==> src/core/ptc_pkg.sv <==
// shared constants and carrier types of the prescaled timer/counter
package ptc_pkg;

   // ********************************
   // register map (byte addresses)
   // ********************************
   localparam int             PTC_ADDR_W            = 16;
   localparam int             PTC_DATA_W            = 8;
   localparam logic [15:0]    PTC_OFS_CONTROL       = 16'hfe10;
   localparam logic [15:0]    PTC_OFS_PRESCALE      = 16'hfe11;
   localparam logic [15:0]    PTC_OFS_LOW_COUNT     = 16'hfe12;
   localparam logic [15:0]    PTC_OFS_HIGH_COUNT    = 16'hfe13;
   localparam logic [15:0]    PTC_OFS_LOW_MATCH     = 16'hfe14;
   localparam logic [15:0]    PTC_OFS_HIGH_MATCH    = 16'hfe15;
   localparam logic [15:0]    PTC_OFS_LOW_CAPTURE   = 16'hfe16;
   localparam logic [15:0]    PTC_OFS_HIGH_CAPTURE  = 16'hfe17;

   // ********************************
   // control register fields
   // ********************************
   localparam int             PTC_BIT_HIGH_RUN      = 7;
   localparam int             PTC_BIT_LOW_RUN       = 6;
   localparam int             PTC_BIT_LENGTH        = 5;
   localparam int             PTC_BIT_EXT_CLOCK     = 4;
   localparam int             PTC_BIT_HIGH_FLAG     = 3;
   localparam int             PTC_BIT_HIGH_IE       = 2;
   localparam int             PTC_BIT_LOW_FLAG      = 1;
   localparam int             PTC_BIT_LOW_IE        = 0;

   // ********************************
   // reset value and counting constants
   // ********************************
   localparam logic [7:0]     PTC_RST_BYTE          = 8'h00;
   localparam logic [7:0]     PTC_ALL_ONES          = 8'hff;
   localparam logic [7:0]     PTC_ONE               = 8'h01;

   // ********************************
   // carrier types
   // ********************************
   typedef enum logic [1:0] {
      PTC_MODE_DUAL_TIMER,
      PTC_MODE_TIMER_EVENT,
      PTC_MODE_WIDE_TIMER,
      PTC_MODE_WIDE_EVENT
   } ptc_mode_type;

   typedef struct packed {
      logic                   low_capture_pin;
      logic                   high_capture_pin;
      logic                   event_low_pin;
      logic                   event_high_pin;
   } ptc_det_type;

   typedef struct packed {
      logic [15:0]            addr;
      logic [7:0]             wdata;
      logic                   wr;
      logic                   rd;
   } ptc_bus_type;

endpackage : ptc_pkg

==> src/core/ptc_timer.sv <==
// prescaled 16-bit timer/counter with match buffers and capture registers
`timescale 1ns/1ps

module ptc_timer (
   // clock and reset
   input  wire logic                  sys_clk,
   input  wire logic                  rst_n,
   // power state
   input  wire logic                  hold_standby,
   // detection pulses from edge-detect logic
   input  wire ptc_pkg::ptc_det_type  det,
   // register port
   input  wire ptc_pkg::ptc_bus_type  bus,
   output logic [7:0]                 rdata_reg,
   // interrupt requests
   output logic                       low_irq_reg,
   output logic                       high_irq_reg
);
   import ptc_pkg::*;

   // ********************************
   // reset release
   // ********************************
   logic              rst_meta_reg;
   logic              rst_sync_reg;
   logic              rst_sync_n;

   always_ff @(posedge sys_clk or negedge rst_n) begin
      if (!rst_n) begin
         rst_meta_reg <= 1'b0;
         rst_sync_reg <= 1'b0;
      end else begin
         rst_meta_reg <= 1'b1;
         rst_sync_reg <= rst_meta_reg;
      end
   end
   assign rst_sync_n = rst_sync_reg;

   // ********************************
   // state and decode
   // ********************************
   logic [7:0]        control_reg;
   logic [7:0]        prescaler_match_value_reg;
   logic [7:0]        prescale_count_reg;
   logic [7:0]        low_counter_reg;
   logic [7:0]        high_counter_reg;
   logic [7:0]        low_match_data_reg;
   logic [7:0]        high_match_data_reg;
   logic [7:0]        low_buffer_reg;
   logic [7:0]        high_buffer_reg;
   logic [7:0]        low_capture_reg;
   logic [7:0]        high_capture_reg;
   logic              wr_control;
   logic              wr_prescale;
   logic              wr_low_match;
   logic              wr_high_match;
   logic              low_run;
   logic              high_run;
   logic              length_select;
   logic              external_clock_select;
   ptc_mode_type      mode;
   logic              prescale_match;
   logic              event_pulse;
   logic              low_tick;
   logic              high_tick;
   logic              wide_equal;
   logic              low_match;
   logic              high_match;
   logic              low_carry;
   logic              low_capture_hit;
   logic              high_capture_hit;
   logic [7:0]        control_next;

   assign wr_control            = bus.wr && (bus.addr == PTC_OFS_CONTROL);
   assign wr_prescale           = bus.wr && (bus.addr == PTC_OFS_PRESCALE);
   assign wr_low_match          = bus.wr && (bus.addr == PTC_OFS_LOW_MATCH);
   assign wr_high_match         = bus.wr && (bus.addr == PTC_OFS_HIGH_MATCH);
   assign low_run               = control_reg[PTC_BIT_LOW_RUN];
   assign high_run              = control_reg[PTC_BIT_HIGH_RUN];
   assign length_select         = control_reg[PTC_BIT_LENGTH];
   assign external_clock_select = control_reg[PTC_BIT_EXT_CLOCK];

   // ********************************
   // prescaler
   // ********************************
   // a write restarts the count, so no match is issued in that cycle
   assign prescale_match = !hold_standby && !wr_prescale
                           && (prescale_count_reg == prescaler_match_value_reg);

   always_ff @(posedge sys_clk or negedge rst_sync_n) begin
      if (!rst_sync_n) begin
         prescale_count_reg <= PTC_RST_BYTE;
      end else if (wr_prescale || prescale_match) begin
         prescale_count_reg <= PTC_RST_BYTE;
      end else if (!hold_standby) begin
         prescale_count_reg <= prescale_count_reg + PTC_ONE;
      end
   end

   // ********************************
   // mode and count clocks
   // ********************************
   assign event_pulse = det.event_low_pin || det.event_high_pin;

   always_comb begin
      mode      = PTC_MODE_DUAL_TIMER;
      low_tick  = prescale_match;
      high_tick = prescale_match;
      case ({length_select, external_clock_select})
         2'b00: begin
            mode      = PTC_MODE_DUAL_TIMER;
            low_tick  = prescale_match;
            high_tick = prescale_match;
         end
         2'b01: begin
            mode      = PTC_MODE_TIMER_EVENT;
            low_tick  = event_pulse;
            high_tick = prescale_match;
         end
         2'b10: begin
            mode      = PTC_MODE_WIDE_TIMER;
            low_tick  = prescale_match;
            high_tick = prescale_match;
         end
         2'b11: begin
            mode      = PTC_MODE_WIDE_EVENT;
            low_tick  = event_pulse;
            high_tick = event_pulse;
         end
         default: begin
            mode      = PTC_MODE_DUAL_TIMER;
            low_tick  = prescale_match;
            high_tick = prescale_match;
         end
      endcase
   end

   // ********************************
   // match detection
   // ********************************
   assign wide_equal = ({high_counter_reg, low_counter_reg} == {high_buffer_reg, low_buffer_reg});
   assign low_carry  = (low_counter_reg == PTC_ALL_ONES);

   always_comb begin
      low_match  = 1'b0;
      high_match = 1'b0;
      case (mode)
         PTC_MODE_WIDE_TIMER, PTC_MODE_WIDE_EVENT: begin
            // both bytes must run together for a wide match
            low_match  = low_run && high_run && low_tick && wide_equal;
            high_match = low_match;
         end
         PTC_MODE_DUAL_TIMER, PTC_MODE_TIMER_EVENT: begin
            low_match  = low_run && low_tick && (low_counter_reg == low_buffer_reg);
            high_match = high_run && high_tick && (high_counter_reg == high_buffer_reg);
         end
         default: begin
            low_match  = 1'b0;
            high_match = 1'b0;
         end
      endcase
   end

   // ********************************
   // low counter
   // ********************************
   always_ff @(posedge sys_clk or negedge rst_sync_n) begin
      if (!rst_sync_n) begin
         low_counter_reg <= PTC_RST_BYTE;
      end else if (!low_run || low_match) begin
         low_counter_reg <= PTC_RST_BYTE;
      end else if (low_tick) begin
         low_counter_reg <= low_counter_reg + PTC_ONE;
      end
   end

   // ********************************
   // high counter
   // ********************************
   // in wide modes the high byte steps on the low byte's carry
   always_ff @(posedge sys_clk or negedge rst_sync_n) begin
      if (!rst_sync_n) begin
         high_counter_reg <= PTC_RST_BYTE;
      end else if (!high_run || high_match) begin
         high_counter_reg <= PTC_RST_BYTE;
      end else if (high_tick && (!length_select || low_carry)) begin
         high_counter_reg <= high_counter_reg + PTC_ONE;
      end
   end

   // ********************************
   // match data and buffers
   // ********************************
   always_ff @(posedge sys_clk or negedge rst_sync_n) begin
      if (!rst_sync_n) begin
         prescaler_match_value_reg <= PTC_RST_BYTE;
         low_match_data_reg        <= PTC_RST_BYTE;
         high_match_data_reg       <= PTC_RST_BYTE;
      end else begin
         if (wr_prescale) begin
            prescaler_match_value_reg <= bus.wdata;
         end
         if (wr_low_match) begin
            low_match_data_reg <= bus.wdata;
         end
         if (wr_high_match) begin
            high_match_data_reg <= bus.wdata;
         end
      end
   end

   // buffers lag the data register by one cycle while stopped
   always_ff @(posedge sys_clk or negedge rst_sync_n) begin
      if (!rst_sync_n) begin
         low_buffer_reg  <= PTC_RST_BYTE;
         high_buffer_reg <= PTC_RST_BYTE;
      end else begin
         if (!low_run || low_match) begin
            low_buffer_reg <= low_match_data_reg;
         end
         if (!high_run || high_match) begin
            high_buffer_reg <= high_match_data_reg;
         end
      end
   end

   // ********************************
   // control register and flags
   // ********************************
   always_comb begin
      control_next = control_reg;
      if (wr_control) begin
         control_next = bus.wdata;
      end
      // a match in the clearing cycle still sets the flag
      if (low_match) begin
         control_next[PTC_BIT_LOW_FLAG] = 1'b1;
      end
      if (high_match) begin
         control_next[PTC_BIT_HIGH_FLAG] = 1'b1;
      end
   end

   always_ff @(posedge sys_clk or negedge rst_sync_n) begin
      if (!rst_sync_n) begin
         control_reg <= PTC_RST_BYTE;
      end else begin
         control_reg <= control_next;
      end
   end

   // ********************************
   // interrupt requests
   // ********************************
   always_ff @(posedge sys_clk or negedge rst_sync_n) begin
      if (!rst_sync_n) begin
         low_irq_reg  <= 1'b0;
         high_irq_reg <= 1'b0;
      end else begin
         low_irq_reg  <= control_reg[PTC_BIT_LOW_FLAG] && control_reg[PTC_BIT_LOW_IE];
         high_irq_reg <= control_reg[PTC_BIT_HIGH_FLAG] && control_reg[PTC_BIT_HIGH_IE];
      end
   end

   // ********************************
   // capture
   // ********************************
   assign high_capture_hit = det.high_capture_pin || det.event_high_pin;
   assign low_capture_hit  = length_select ? high_capture_hit
                                           : (det.low_capture_pin || det.event_low_pin);

   // captures hold until the next qualifying pulse
   always_ff @(posedge sys_clk or negedge rst_sync_n) begin
      if (!rst_sync_n) begin
         low_capture_reg  <= PTC_RST_BYTE;
         high_capture_reg <= PTC_RST_BYTE;
      end else begin
         if (low_capture_hit) begin
            low_capture_reg <= low_counter_reg;
         end
         if (high_capture_hit) begin
            high_capture_reg <= high_counter_reg;
         end
      end
   end

   // ********************************
   // read port
   // ********************************
   // data stands only in the cycle after the strobe, zero otherwise
   always_ff @(posedge sys_clk or negedge rst_sync_n) begin
      if (!rst_sync_n) begin
         rdata_reg <= PTC_RST_BYTE;
      end else if (bus.rd) begin
         case (bus.addr)
            PTC_OFS_CONTROL:      rdata_reg <= control_reg;
            PTC_OFS_PRESCALE:     rdata_reg <= prescaler_match_value_reg;
            PTC_OFS_LOW_COUNT:    rdata_reg <= low_counter_reg;
            PTC_OFS_HIGH_COUNT:   rdata_reg <= high_counter_reg;
            PTC_OFS_LOW_MATCH:    rdata_reg <= low_match_data_reg;
            PTC_OFS_HIGH_MATCH:   rdata_reg <= high_match_data_reg;
            PTC_OFS_LOW_CAPTURE:  rdata_reg <= low_capture_reg;
            PTC_OFS_HIGH_CAPTURE: rdata_reg <= high_capture_reg;
            default:              rdata_reg <= PTC_RST_BYTE;
         endcase
      end else begin
         rdata_reg <= PTC_RST_BYTE;
      end
   end

endmodule : ptc_timer

==> config.mk <==
export PLATFORM = sky130hd
export DESIGN_NAME = ptc_timer
export DESIGN_NICKNAME = d
export VERILOG_FILES = /design/src/core/ptc_pkg.sv /design/src/core/ptc_timer.sv
export SDC_FILE = /design/constraint.sdc
export NUM_CORES = 1
export LEC_CHECK = 0
export CAP_MARGIN = 5
export CORE_ASPECT_RATIO = 0.6
export CORE_UTILIZATION = 50
export CTS_BUF_LIST = sky130_fd_sc_hd__clkbuf_16
export CTS_CLUSTER_DIAMETER = 80
export CTS_CLUSTER_SIZE = 10
export DETAILED_ROUTE_END_ITERATION = 8
export DONT_BUFFER_PORTS = 1
export GPL_ROUTABILITY_DRIVEN = 0
export PLACE_DENSITY = 0.64
export SLEW_MARGIN = 20
export SYNTH_ARGS = -nofsm -noshare
export SYNTH_HDL_FRONTEND = slang
export SYNTH_SLANG_ARGS = --single-unit
export TNS_END_PERCENT = 10
==> constraint.sdc <==
create_clock -name sys_clk -period 3.6 [get_ports sys_clk]
set_input_delay 0.72 -clock sys_clk [delete_from_list [all_inputs] [get_ports sys_clk]]
set_output_delay 0.72 -clock sys_clk [all_outputs]
set_load 0.05 [all_outputs]
## After elaboration in Yosys (flattened, before gate mapping)

Cells that the tools add are included.
Widths: inputs -> output; s select.

- Add/subtract/negate cells: 3
- Eq/ne operators: 20
- Muxes and demuxes: 17
- Reduce and logical (&&, ||, !) cells: 39

Operators with widths:

| kind | number |
|---|---|
| $eq 16x16->1 const B | 8 |
| $pmux 8 s8 | 1 |
| $mux 8 | 7 |
| $add 8x1->8 const B | 3 |
| $eq 8x8->1 | 3 |
| $eq 16x16->1 | 1 |
| $logic_and 1x1->1 | 16 |
| $eq 2x2->1 const B | 4 |
| $eq 8x8->1 const B | 1 |
| $pmux 1 s2 | 4 |
| $pmux 2 s4 | 1 |
| $reduce_bool 2->1 | 4 |
| $reduce_or 2->1 | 4 |
| $logic_or 1x1->1 | 7 |
| $logic_not 1->1 | 5 |
| $eq 2x1->1 const B | 2 |
| $logic_not 2->1 | 2 |
| $mux 4 | 1 |
| $mux 1 | 3 |
| $reduce_or 3->1 | 1 |
| $ne 2x1->1 const B | 1 |

- Register bits after elaboration: 100
- Input bits: 33
- Output and inout bits: 10
- Word-level logic and storage cells: 97

## Logic depth before layout (Yosys ltp)

Gate-level depths: netlist (run 1).

- Word-level depth: 11
- Mapped depth: 8
- Depth with buffers taken out: 6

## Worst setup path after synthesis (run 1)

No wires, ideal clock.

- Path type: input to register
- From: input port bus[11] (netlist name)
- To: register high_buffer_reg[6]
- Setup time: 0.127 ns
- Arrival: 2.622 ns
- Required time: 3.473 ns
- Setup slack: 0.851 ns
- Stages on the path: 8
- Path buffers: 3
- Path through: clkbuf_1 -> nor2b_1 -> and4_1 -> clkbuf_1 -> o31a_1 -> o31ai_4 -> buf_6 -> mux2_1

- Word-level cells in the longest chain between the ends: 10
- Elaborated cells between the ends (all ways): 13
- Classes of those cells: 1 x eq/ne; 3 x mux; 9 x reduce/logical

RTL lines:

| element | RTL line | RTL |
|---|---|---|
| from (decl) | ptc_timer.sv:13 | `input wire ptc_pkg::ptc_bus_type bus,` |
| $eq 16x16->1 * | ptc_timer.sv:75 | `assign wr_prescale = bus.wr && (bus.addr == PTC_OFS_PRESCALE);` |
| $logic_and 1x1->1 * | ptc_timer.sv:75 |  |
| $logic_not 1->1 * | ptc_timer.sv:87 | `assign prescale_match = !hold_standby && !wr_prescale` |
| $logic_and 1x1->1 * | ptc_timer.sv:87 |  |
| $logic_and 1x1->1 * | ptc_timer.sv:88 | `&& (prescale_count_reg == prescaler_match_value_reg);` |
| $pmux 1 s2 | ptc_timer.sv:109 | `case ({length_select, external_clock_select})` |
| $logic_and 1x1->1, on equally long branches (2 in a row) | ptc_timer.sv:155, ptc_timer.sv:150 |  |
| $pmux 1 s2 * | ptc_timer.sv:147 | `case (mode)` |
| $logic_or 1x1->1 * | ptc_timer.sv:221 | `if (!high_run \|\| high_match) begin` |
| to (signal assigned) | ptc_timer.sv:222 | `high_buffer_reg <= high_match_data_reg;` |
| to (decl) | ptc_timer.sv:50 | `logic [7:0] high_buffer_reg;` |

Mark *: on every way between the ends. The rest lies on a longest branch, timed or not.
A chain may end at the register's enable or synchronous reset.

## Worst setup path after layout (run 1)

- From: register prescale_count_reg[1]
- To: register high_buffer_reg[1]

- Word-level cells in the longest chain between the ends: 7
- Elaborated cells between the ends (all ways): 10
- Classes of those cells: 1 x eq/ne; 3 x mux; 6 x reduce/logical

RTL lines:

| element | RTL line | RTL |
|---|---|---|
| from (decl) | ptc_timer.sv:44 | `logic [7:0] prescale_count_reg;` |
| from (signal assigned) | ptc_timer.sv:96 | `prescale_count_reg <= prescale_count_reg + PTC_ONE;` |
| $eq 8x8->1 * | ptc_timer.sv:88 |  |
| $logic_and 1x1->1 * | ptc_timer.sv:88 |  |
| $pmux 1 s2 | ptc_timer.sv:109 |  |
| $logic_and 1x1->1, on equally long branches (2 in a row) | ptc_timer.sv:155, ptc_timer.sv:150 |  |
| $pmux 1 s2 * | ptc_timer.sv:147 |  |
| $logic_or 1x1->1 * | ptc_timer.sv:221 |  |

Marks and branches as above.

==> results.py, run 1 <==
metrics = {
    "die": {
        "die_y_um": 77.9,
        "die_area_um2": 10000,
        "floorplan.core_area_um2": 9260,
        "core.rowCount": 27,
        "io_pins": 43,
        "floorplan.initialDensity_pct": 51.9,
        "die_width_um": 129,
    },
    "drt": {
        "pre_repair_dr_iteration_count": 5,
        "routed_via_density": 6.15,
        "route.final.wire_length_um": 11900,
        "drc": 0,
        "route.detailed.wl_per_inst_um": 21.2,
        "detailedRoute.firstIterationViolations": 234,
        "route.vias.total": 3444,
        "number_of_nets_with_antenna_violations_after_routing": 0,
    },
    "global_routing": {
        "track_usage_pct": 25.5,
        "grtUsageMet2_pct": 35.1,
        "most_used_routing_layer": "met1",
        "pin_count_of_the_biggest_net_entering_global_routing": 52,
        "grt_pass1_wl_um": 18600,
        "gr-usage-met3_pct": 7.03,
        "vias_in_the_first_global_route": 3417,
        "grt_antenna_before_repair": 0,
        "grt_remaining_overflow": 0,
        "gr-usage-met1_pct": 38.7,
    },
    "synth": {
        "syn_avg_cell_area_um2": 11.6,
        "synthDistinctLibCells": 52,
        "seq_area_frac_synth_pct": 52.1,
        "synth_top_family_by_area": "multiplexers",
        "area_share_of_xor_xnor_cells_in_the_synthesized_design_pct": 5.84,
        "proportion_of_register_bits_with_asynchronous_set_or_reset_after_synthesis_pct": 100,
        "synth_fa_ha_area_share_pct": 0.782,
        "ys_dominant_reg_cell": "sky130_fd_sc_hd__dfrtp_1",
        "synthesis.yosys.warnings": 0,
        "synthCells": 413,
        "syn_nets": 449,
        "seq_cells_post_synth": 100,
        "synth_simple_gate_area_share_pct": 13.6,
        "synth_compound_gate_area_share_pct": 12.0,
        "synth-edff-count": 0,
        "synth.mux.area_fraction_pct": 14.0,
        "synthesis.area_um2": 4800,
    },
    "timing": {
        "setup_viol": 0,
        "final_hold_viol_count": 0,
        "final_min_period_over_clock_period_pct": 81.1,
        "rsz0062_at_grt": "false",
        "max_slew.worst_pin.slew_ns": 0.969,
        "final.setup_skew_ns": 0.00704,
        "fin_tns_setup_ns": 0,
        "fmaxAchievable_ghz": 0.342,
        "timing.hold.ws_ns": 0.0590,
        "drv_slew": 0,
        "worst_slew_margin_rel_pct": 35.4,
        "min_period_ns": 2.92,
    },
    "setup_path": {
        "crit_arrival_ns": 3.15,
        "crit_fanout": 13,
        "required_ns": 3.83,
        "critPathLaunchType": "flop",
        "cp-end-kind": "flop",
        "critical_path_class": "reg -> reg",
    },
    "final_layout": {
        "syn2layout_area_growth_pct": 11.6,
        "final_layout_size_suffix_gt1_share_pct": 21.4,
        "layout.cells.non_filler": 560,
        "most-common-layout-cells": "sky130_fd_sc_hd__dfrtp_1 (99), sky130_fd_sc_hd__mux2_2 (52), sky130_fd_sc_hd__nand2_1 (38), sky130_fd_sc_hd__xnor2_1 (18), sky130_fd_sc_hd__nor2_1 (16)",
        "antenna_cells": 0,
        "most_frequent_standard_cell_in_the_layout_excluding_fill_and_tap_cells": "sky130_fd_sc_hd__dfrtp_1",
        "finish.net_count": 461,
        "n_fill_cell": 774,
    },
    "cts": {
        "cts-root-buf": "sky130_fd_sc_hd__clkbuf_16",
        "clk_transition_reported_paths_ns": 0.07,
        "post_cts.resized_instances": 0,
        "cts_htree_levels": 3,
        "cts_made_buffers": 9,
        "numClockSinks": 100,
        "clk_latency_ns": 0.35,
        "tritoncts_clock_tree": "yes",
        "clock_tree.buffer_depth": 2,
        "cts_hold_buffers": 0,
        "postCtsSetupBuffers": 0,
    },
    "outcome": {
        "run_status": "complete, no violations",
    },
    "power_and_ir_drop": {
        "cellPowerDensity_nw_per_um2": 458,
        "max-vdd-ir-drop_uv": 301,
        "total_leakage_power_nw": 2.40,
    },
    "placement": {
        "port_buffers": 0,
        "place.detailed.instances": 544,
        "place.detailed.hpwl_um": 8570,
    },
    "flow_run": {
        "max_cap_violations": 0,
    },
    "worst_hold_path": {
        "hold_path.class": "in -> async",
    },
}
-- final cells by class --
class	instances	area [µm²]	share of cell area, %
multi-input combinational	295	2220	41.5
clock inverter	7	116	2.17
tap	130	163	3.03
clock buffer	9	225	4.20
inverter	4	15.0	0.280
sequential	100	2510	46.8
timing repair buffer	15	113	2.10
-- kinds of logic after synthesis --
logic type	Yosys count
other	1
AO/OA/AOI/OAI	80
buffers and inverters	18
flip-flops	100
XOR/XNOR	32
adder cells (fa/ha/maj)	3
AND/OR/NAND/NOR	120
multiplexers	59
-- power breakdown --
| group | leakage, nW | switching, mW | total (mW) | internal, mW |
|---|---|---|---|---|
| clock | 0.171 | 0.421 | 1.10 | 0.678 |
| combinational | 0.847 | 0.103 | 0.169 | 0.0662 |
| sequential | 1.39 | 0.0413 | 1.19 | 1.15 |
| total | 2.40 | 0.565 | 2.46 | 1.89 |
-- per-layer routing --
metal / share of wire, % / vias to the layer above
met5: 0 / -
met2: 41 / 114
met1: 50 / 1747
li1: - / 1570
met3: 6.9 / 13
met4: 1.3 / 0
-- per-stage QoR --
step / util [%] / worst slack (ns) / cell area [µm²] / total power, mW
3_5_place_dp: 54.2 / 0.634 / 5020 / 1.38
3_3_place_gp: 54.2 / 0.690 / 5020 / 1.37
6_report: 57.9 / 0.680 / 5360 / 2.46
4_1_cts: 57.9 / 0.659 / 5360 / 2.48
2_1_floorplan: - / 0.608 / 4800 / 1.34
5_1_grt: 57.9 / 0.546 / 5360 / 2.54
-- Yosys cell counts (4+ instances only) --
| library cell | count | area [µm²] |
|---|---|---|
| sky130_fd_sc_hd__xnor2_1 | 18 | 158 |
| sky130_fd_sc_hd__or4_1 | 5 | 37.5 |
| sky130_fd_sc_hd__clkbuf_1 | 11 | 41.3 |
| sky130_fd_sc_hd__o21ai_0 | 10 | 50.1 |
| sky130_fd_sc_hd__a22oi_1 | 15 | 113 |
| sky130_fd_sc_hd__xor2_1 | 14 | 123 |
| sky130_fd_sc_hd__mux2_2 | 52 | 586 |
| sky130_fd_sc_hd__or3_1 | 8 | 50.1 |
| sky130_fd_sc_hd__nand4_1 | 7 | 43.8 |
| sky130_fd_sc_hd__a21oi_1 | 15 | 75.1 |
| sky130_fd_sc_hd__dfrtp_1 | 100 | 2500 |
| sky130_fd_sc_hd__nand2_1 | 38 | 143 |
| sky130_fd_sc_hd__nor2_1 | 16 | 60.1 |
| sky130_fd_sc_hd__nor4_1 | 5 | 31.3 |
| sky130_fd_sc_hd__o31ai_1 | 6 | 45.0 |
| sky130_fd_sc_hd__mux2i_1 | 4 | 40.0 |
| sky130_fd_sc_hd__a31oi_1 | 7 | 43.8 |
| sky130_fd_sc_hd__a22o_1 | 7 | 61.3 |
| sky130_fd_sc_hd__o31a_1 | 4 | 35.0 |
| sky130_fd_sc_hd__nor3_1 | 6 | 30.0 |
| sky130_fd_sc_hd__a221oi_1 | 7 | 61.3 |
| sky130_fd_sc_hd__inv_1 | 4 | 15.0 |
| sky130_fd_sc_hd__nand3_1 | 12 | 60.1 |
-- worst max-delay path, stage by stage (launching register included) --
cell,delay [ns]
sky130_fd_sc_hd__dfrtp_1,0.44
sky130_fd_sc_hd__xnor2_1,0.18
sky130_fd_sc_hd__nand3_1,0.09
sky130_fd_sc_hd__or4_1,0.65
sky130_fd_sc_hd__o31a_1,0.42
sky130_fd_sc_hd__o31ai_4,0.62
sky130_fd_sc_hd__mux2_2,0.41
-- path summary, 6_finish.rpt --
| path | startpoint | end | slack [ns] | cells after the start |
|---|---|---|---|---|
| max in group asynchronous | rst_sync_n | prescaler_match_value_reg[5] | 2.40 | 1 |
| setup reg to reg | prescale_count_reg[1] | high_buffer_reg[1] | 0.68 | 6 |
| hold / removal | rst_n | rst_sync_n | 0.06 | 0 |
| hold reg to reg | rst_meta_reg | rst_sync_n | 0.36 | 0 |
| min in group sys_clk | rst_meta_reg | rst_sync_n | 0.36 | 0 |
| setup / recovery | prescale_count_reg[1] | high_buffer_reg[1] | 0.68 | 6 |
(Power assumes the default switching activity.)
==> inputs of run 2 (changes only) <==
--- a/config.mk
+++ b/config.mk
@@ -5,6 +5,7 @@
 export SDC_FILE = /design/constraint.sdc
 export NUM_CORES = 1
 export LEC_CHECK = 0
+export ABC_AREA = 1
 export CAP_MARGIN = 5
 export CORE_ASPECT_RATIO = 0.6
 export CORE_UTILIZATION = 50
@@ -14,7 +15,7 @@
 export DETAILED_ROUTE_END_ITERATION = 8
 export DONT_BUFFER_PORTS = 1
 export GPL_ROUTABILITY_DRIVEN = 0
-export PLACE_DENSITY = 0.64
+export PLACE_DENSITY = 0.67
 export SLEW_MARGIN = 20
 export SYNTH_ARGS = -nofsm -noshare
 export SYNTH_HDL_FRONTEND = slang
==> constraint.sdc (replaced) <==
create_clock -name sys_clk -period 2.4 [get_ports sys_clk]
set_input_delay 0.48 -clock sys_clk [delete_from_list [all_inputs] [get_ports sys_clk]]
set_output_delay 0.48 -clock sys_clk [all_outputs]
set_load 0.05 [all_outputs]
==> results.py, run 2 <==
metrics = {
    "final_layout": {
        "final_design_area_no_fill_um2": 5510,
        "n_fill_cell": 891,
        "finish.net_count": 680,
        "syn2layout_area_growth_pct": 9.10,
        "antenna_cells": 0,
        "final_layout_size_suffix_gt1_share_pct": 8.80,
        "most_frequent_standard_cell_in_the_layout_excluding_fill_and_tap_cells": "sky130_fd_sc_hd__nand2_1",
        "most-common-layout-cells": "sky130_fd_sc_hd__nand2_1 (160), sky130_fd_sc_hd__dfrtp_1 (99), sky130_fd_sc_hd__inv_1 (81), sky130_fd_sc_hd__o21ai_0 (67), sky130_fd_sc_hd__nor2_1 (54)",
        "layout.cells.non_filler": 778,
    },
    "global_routing": {
        "grt_remaining_overflow": 0,
        "pin_count_of_the_biggest_net_entering_global_routing": 45,
        "grt_pass1_wl_um": 21400,
        "grt_antenna_before_repair": 0,
        "vias_in_the_first_global_route": 4014,
        "track_usage_pct": 27.4,
    },
    "power_and_ir_drop": {
        "p_clk_share_pct": 38.9,
        "swShare_pct": 25.9,
        "max-vdd-ir-drop_uv": 404,
        "total_leakage_power_nw": 2.41,
        "p_comb_share_pct": 7.8,
        "total_switching_power_mw": 0.891,
        "internal_power_mw": 2.55,
        "seq_power_share_pct": 53.4,
        "cellPowerDensity_nw_per_um2": 625,
    },
    "timing": {
        "final_min_period_over_clock_period_pct": 85.0,
        "drv_slew": 0,
        "setup_viol": 0,
        "min_period_ns": 2.04,
        "worst_slew_margin_rel_pct": 59.9,
        "rsz0062_at_grt": "false",
        "fmaxAchievable_ghz": 0.490,
        "fin_tns_setup_ns": 0,
        "timing.hold.ws_ns": 0.264,
        "final_hold_viol_count": 0,
        "postLayoutSetupSlackWorst_ns": 0.360,
        "max_slew.worst_pin.slew_ns": 0.602,
        "final.setup_skew_ns": 0.00824,
    },
    "setup_path": {
        "r2r_start": "high_counter_reg[1]",
        "crit_family": "simple AND/OR/NAND/NOR gates",
        "critical_path_depth": 10,
        "cp-end-kind": "flop",
        "required_ns": 2.67,
        "critical_path_class": "reg -> reg",
        "crit_fanout": 8,
        "critPathLaunchType": "flop",
        "worst_r2r_endpoint": "low_buffer_reg[5]",
        "crit_chain": "inv_1 > o21ai_0 > nor2_1 > nand4_1 > nand2_1 > nand3_1 > o21ai_2 > buf_4 > nand2_1 > o21ai_1",
        "critPathBufInv": 2,
        "cpMaxStageDelayCell": "sky130_fd_sc_hd__dfrtp_1",
        "cpPeakStageDelay_ns": 0.44,
        "crit_arrival_ns": 2.31,
        "critical_path.most_common_cell": "sky130_fd_sc_hd__nand2_1",
        "ff2ff_setup_slack_ns": 0.36,
        "timing.reg2reg.worst_path_depth": 10,
    },
    "synth": {
        "seq_area_frac_synth_pct": 49.6,
        "ys_dominant_reg_cell": "sky130_fd_sc_hd__dfrtp_1",
        "synthCells": 634,
        "synth_top_cell_by_area": "sky130_fd_sc_hd__dfrtp_1",
        "proportion_of_register_bits_with_asynchronous_set_or_reset_after_synthesis_pct": 100,
        "syn_nets": 670,
        "synthDistinctLibCells": 34,
        "syn_avg_cell_area_um2": 7.96,
        "synth_most_common_cell": "sky130_fd_sc_hd__nand2_1",
        "synth_commonest_cells": "sky130_fd_sc_hd__nand2_1 (160), sky130_fd_sc_hd__dfrtp_1 (100), sky130_fd_sc_hd__inv_1 (80), sky130_fd_sc_hd__o21ai_0 (67), sky130_fd_sc_hd__nor2_1 (54)",
        "synthesis.yosys.warnings": 0,
        "yosys.area.top_type_share_pct": 49.6,
        "seq_cells_post_synth": 100,
        "post_synth_main_area_contributors": "sky130_fd_sc_hd__dfrtp_1 (50%), sky130_fd_sc_hd__nand2_1 (12%), sky130_fd_sc_hd__o21ai_0 (6.6%), sky130_fd_sc_hd__inv_1 (5.9%), sky130_fd_sc_hd__nor2_1 (4.0%)",
        "synthesis.area_um2": 5050,
        "synth-edff-count": 0,
    },
    "cts": {
        "cts_htree_levels": 3,
        "cts_made_buffers": 9,
        "post_cts.resized_instances": 0,
        "tritoncts_clock_tree": "yes",
        "postCtsSetupBuffers": 0,
        "clk_transition_reported_paths_ns": 0.07,
        "cts-root-buf": "sky130_fd_sc_hd__clkbuf_16",
        "clk_latency_ns": 0.35,
        "cts_hold_buffers": 1,
        "numClockSinks": 100,
        "clock_tree.buffer_depth": 2,
    },
    "worst_hold_path": {
        "hold_path.class": "in -> reg",
        "min-delay-start": "hold_standby",
        "hold_end": "prescale_count_reg[0]",
        "hold_path_depth": 2,
    },
    "placement": {
        "place.detailed.instances": 762,
        "dpl-instance-area_um2": 5230,
        "port_buffers": 0,
        "place.detailed.hpwl_um": 10200,
        "worst_slack_after_detailed_placement_ns": 0.303,
    },
    "drt": {
        "route.vias.total": 4345,
        "route.final.wire_length_um": 13100,
        "drc": 0,
        "routed_via_density": 5.58,
        "route.detailed.wl_per_inst_um": 16.9,
        "detailedRoute.firstIterationViolations": 421,
        "pre_repair_dr_iteration_count": 5,
        "number_of_nets_with_antenna_violations_after_routing": 0,
    },
    "die": {
        "die_y_um": 79.8,
        "floorplan.initialDensity_pct": 53.2,
        "core.rowCount": 27,
        "floorplan.core_area_um2": 9490,
        "io_pins": 43,
        "die_width_um": 132,
        "die_area_um2": 10500,
    },
    "outcome": {
        "run_status": "complete, no violations",
    },
    "flow_run": {
        "max_cap_violations": 0,
    },
}
-- run 2: cell types whose count changed after synthesis, moves of 10 or more --
cell,delta
sky130_fd_sc_hd__a22oi_1,-15
sky130_fd_sc_hd__o21ai_0,+57
sky130_fd_sc_hd__xnor2_1,-13
sky130_fd_sc_hd__nand2_1,+122
sky130_fd_sc_hd__o22ai_1,+16
sky130_fd_sc_hd__nor2_1,+38
sky130_fd_sc_hd__nand3_1,+28
sky130_fd_sc_hd__inv_1,+76
sky130_fd_sc_hd__mux2_2,-52
sky130_fd_sc_hd__o21ai_1,+10
-- run 2: how the worst max path moves through the flow --
stage / from / to / slack [ns]
floorplan: bus[18] / rdata_reg[5] / 0.64
global placement: bus[14] / high_counter_reg[7] / 0.39
detailed placement: bus[24] / rdata_reg[4] / 0.30
CTS: prescaler_match_value_reg[7] / low_buffer_reg[1] / 0.40
global route: prescaler_match_value_reg[3] / low_buffer_reg[1] / 0.18
finish: high_counter_reg[1] / low_buffer_reg[5] / 0.36
-- run 2: kinds of logic after synthesis --
kind of cell	count (synthesis)	share of synthesized area [%]
compound gates	113	12.2
xor+xnor	19	3.30
fa+ha+maj	3	0.744
buf+inv	102	8.23
flops	100	49.6
other cells	1	0.0743
simple gates	296	25.8
-- run 2: metal layers --
layer,routed length [µm],track usage (%),vias up
met2,5090,36.8,184
met1,6510,41.1,2086
li1,-,-,2067
met5,0,0,-
met4,89,6.63,0
met3,1460,9.40,8
-- run 2: power groups by stage --
stage | sequential, mW | combinational [mW] | clock, mW
after floorplan | 1.85 | 0.203 | 0
after global placement | 1.86 | 0.260 | 0
after detailed placement | 1.86 | 0.266 | 0
after CTS | 1.83 | 0.271 | 1.36
after global routing | 1.85 | 0.315 | 1.43
final | 1.84 | 0.267 | 1.34
-- run 2: cell type report --
class,instances,area [µm²],share of cell area [%]
sequential,100,2510,45.5
multi-input combinational,432,2130,38.7
inverter,86,325,5.91
clock buffer,9,225,4.09
tap,130,163,2.95
timing repair buffer,15,115,2.09
clock inverter,6,42.5,0.773
-- run 2: metrics by stage --
stage                     power [mW]  util [%]
after detailed placement        2.13      55.1
after floorplan                 2.06         -
after global routing            3.59      58.0
after CTS                       3.47      58.0
final                           3.44      58.0
after global placement          2.12      55.1
-- run 2: worst register-to-register path, stage by stage, from the launching register on --
cell                      delay, ns
sky130_fd_sc_hd__dfrtp_1       0.44
sky130_fd_sc_hd__inv_1         0.16
sky130_fd_sc_hd__o21ai_0       0.11
sky130_fd_sc_hd__nor2_1        0.13
sky130_fd_sc_hd__nand4_1       0.18
sky130_fd_sc_hd__nand2_1       0.11
sky130_fd_sc_hd__nand3_1       0.15
sky130_fd_sc_hd__o21ai_2       0.33
sky130_fd_sc_hd__buf_4         0.21
sky130_fd_sc_hd__nand2_1       0.05
sky130_fd_sc_hd__o21ai_1       0.08
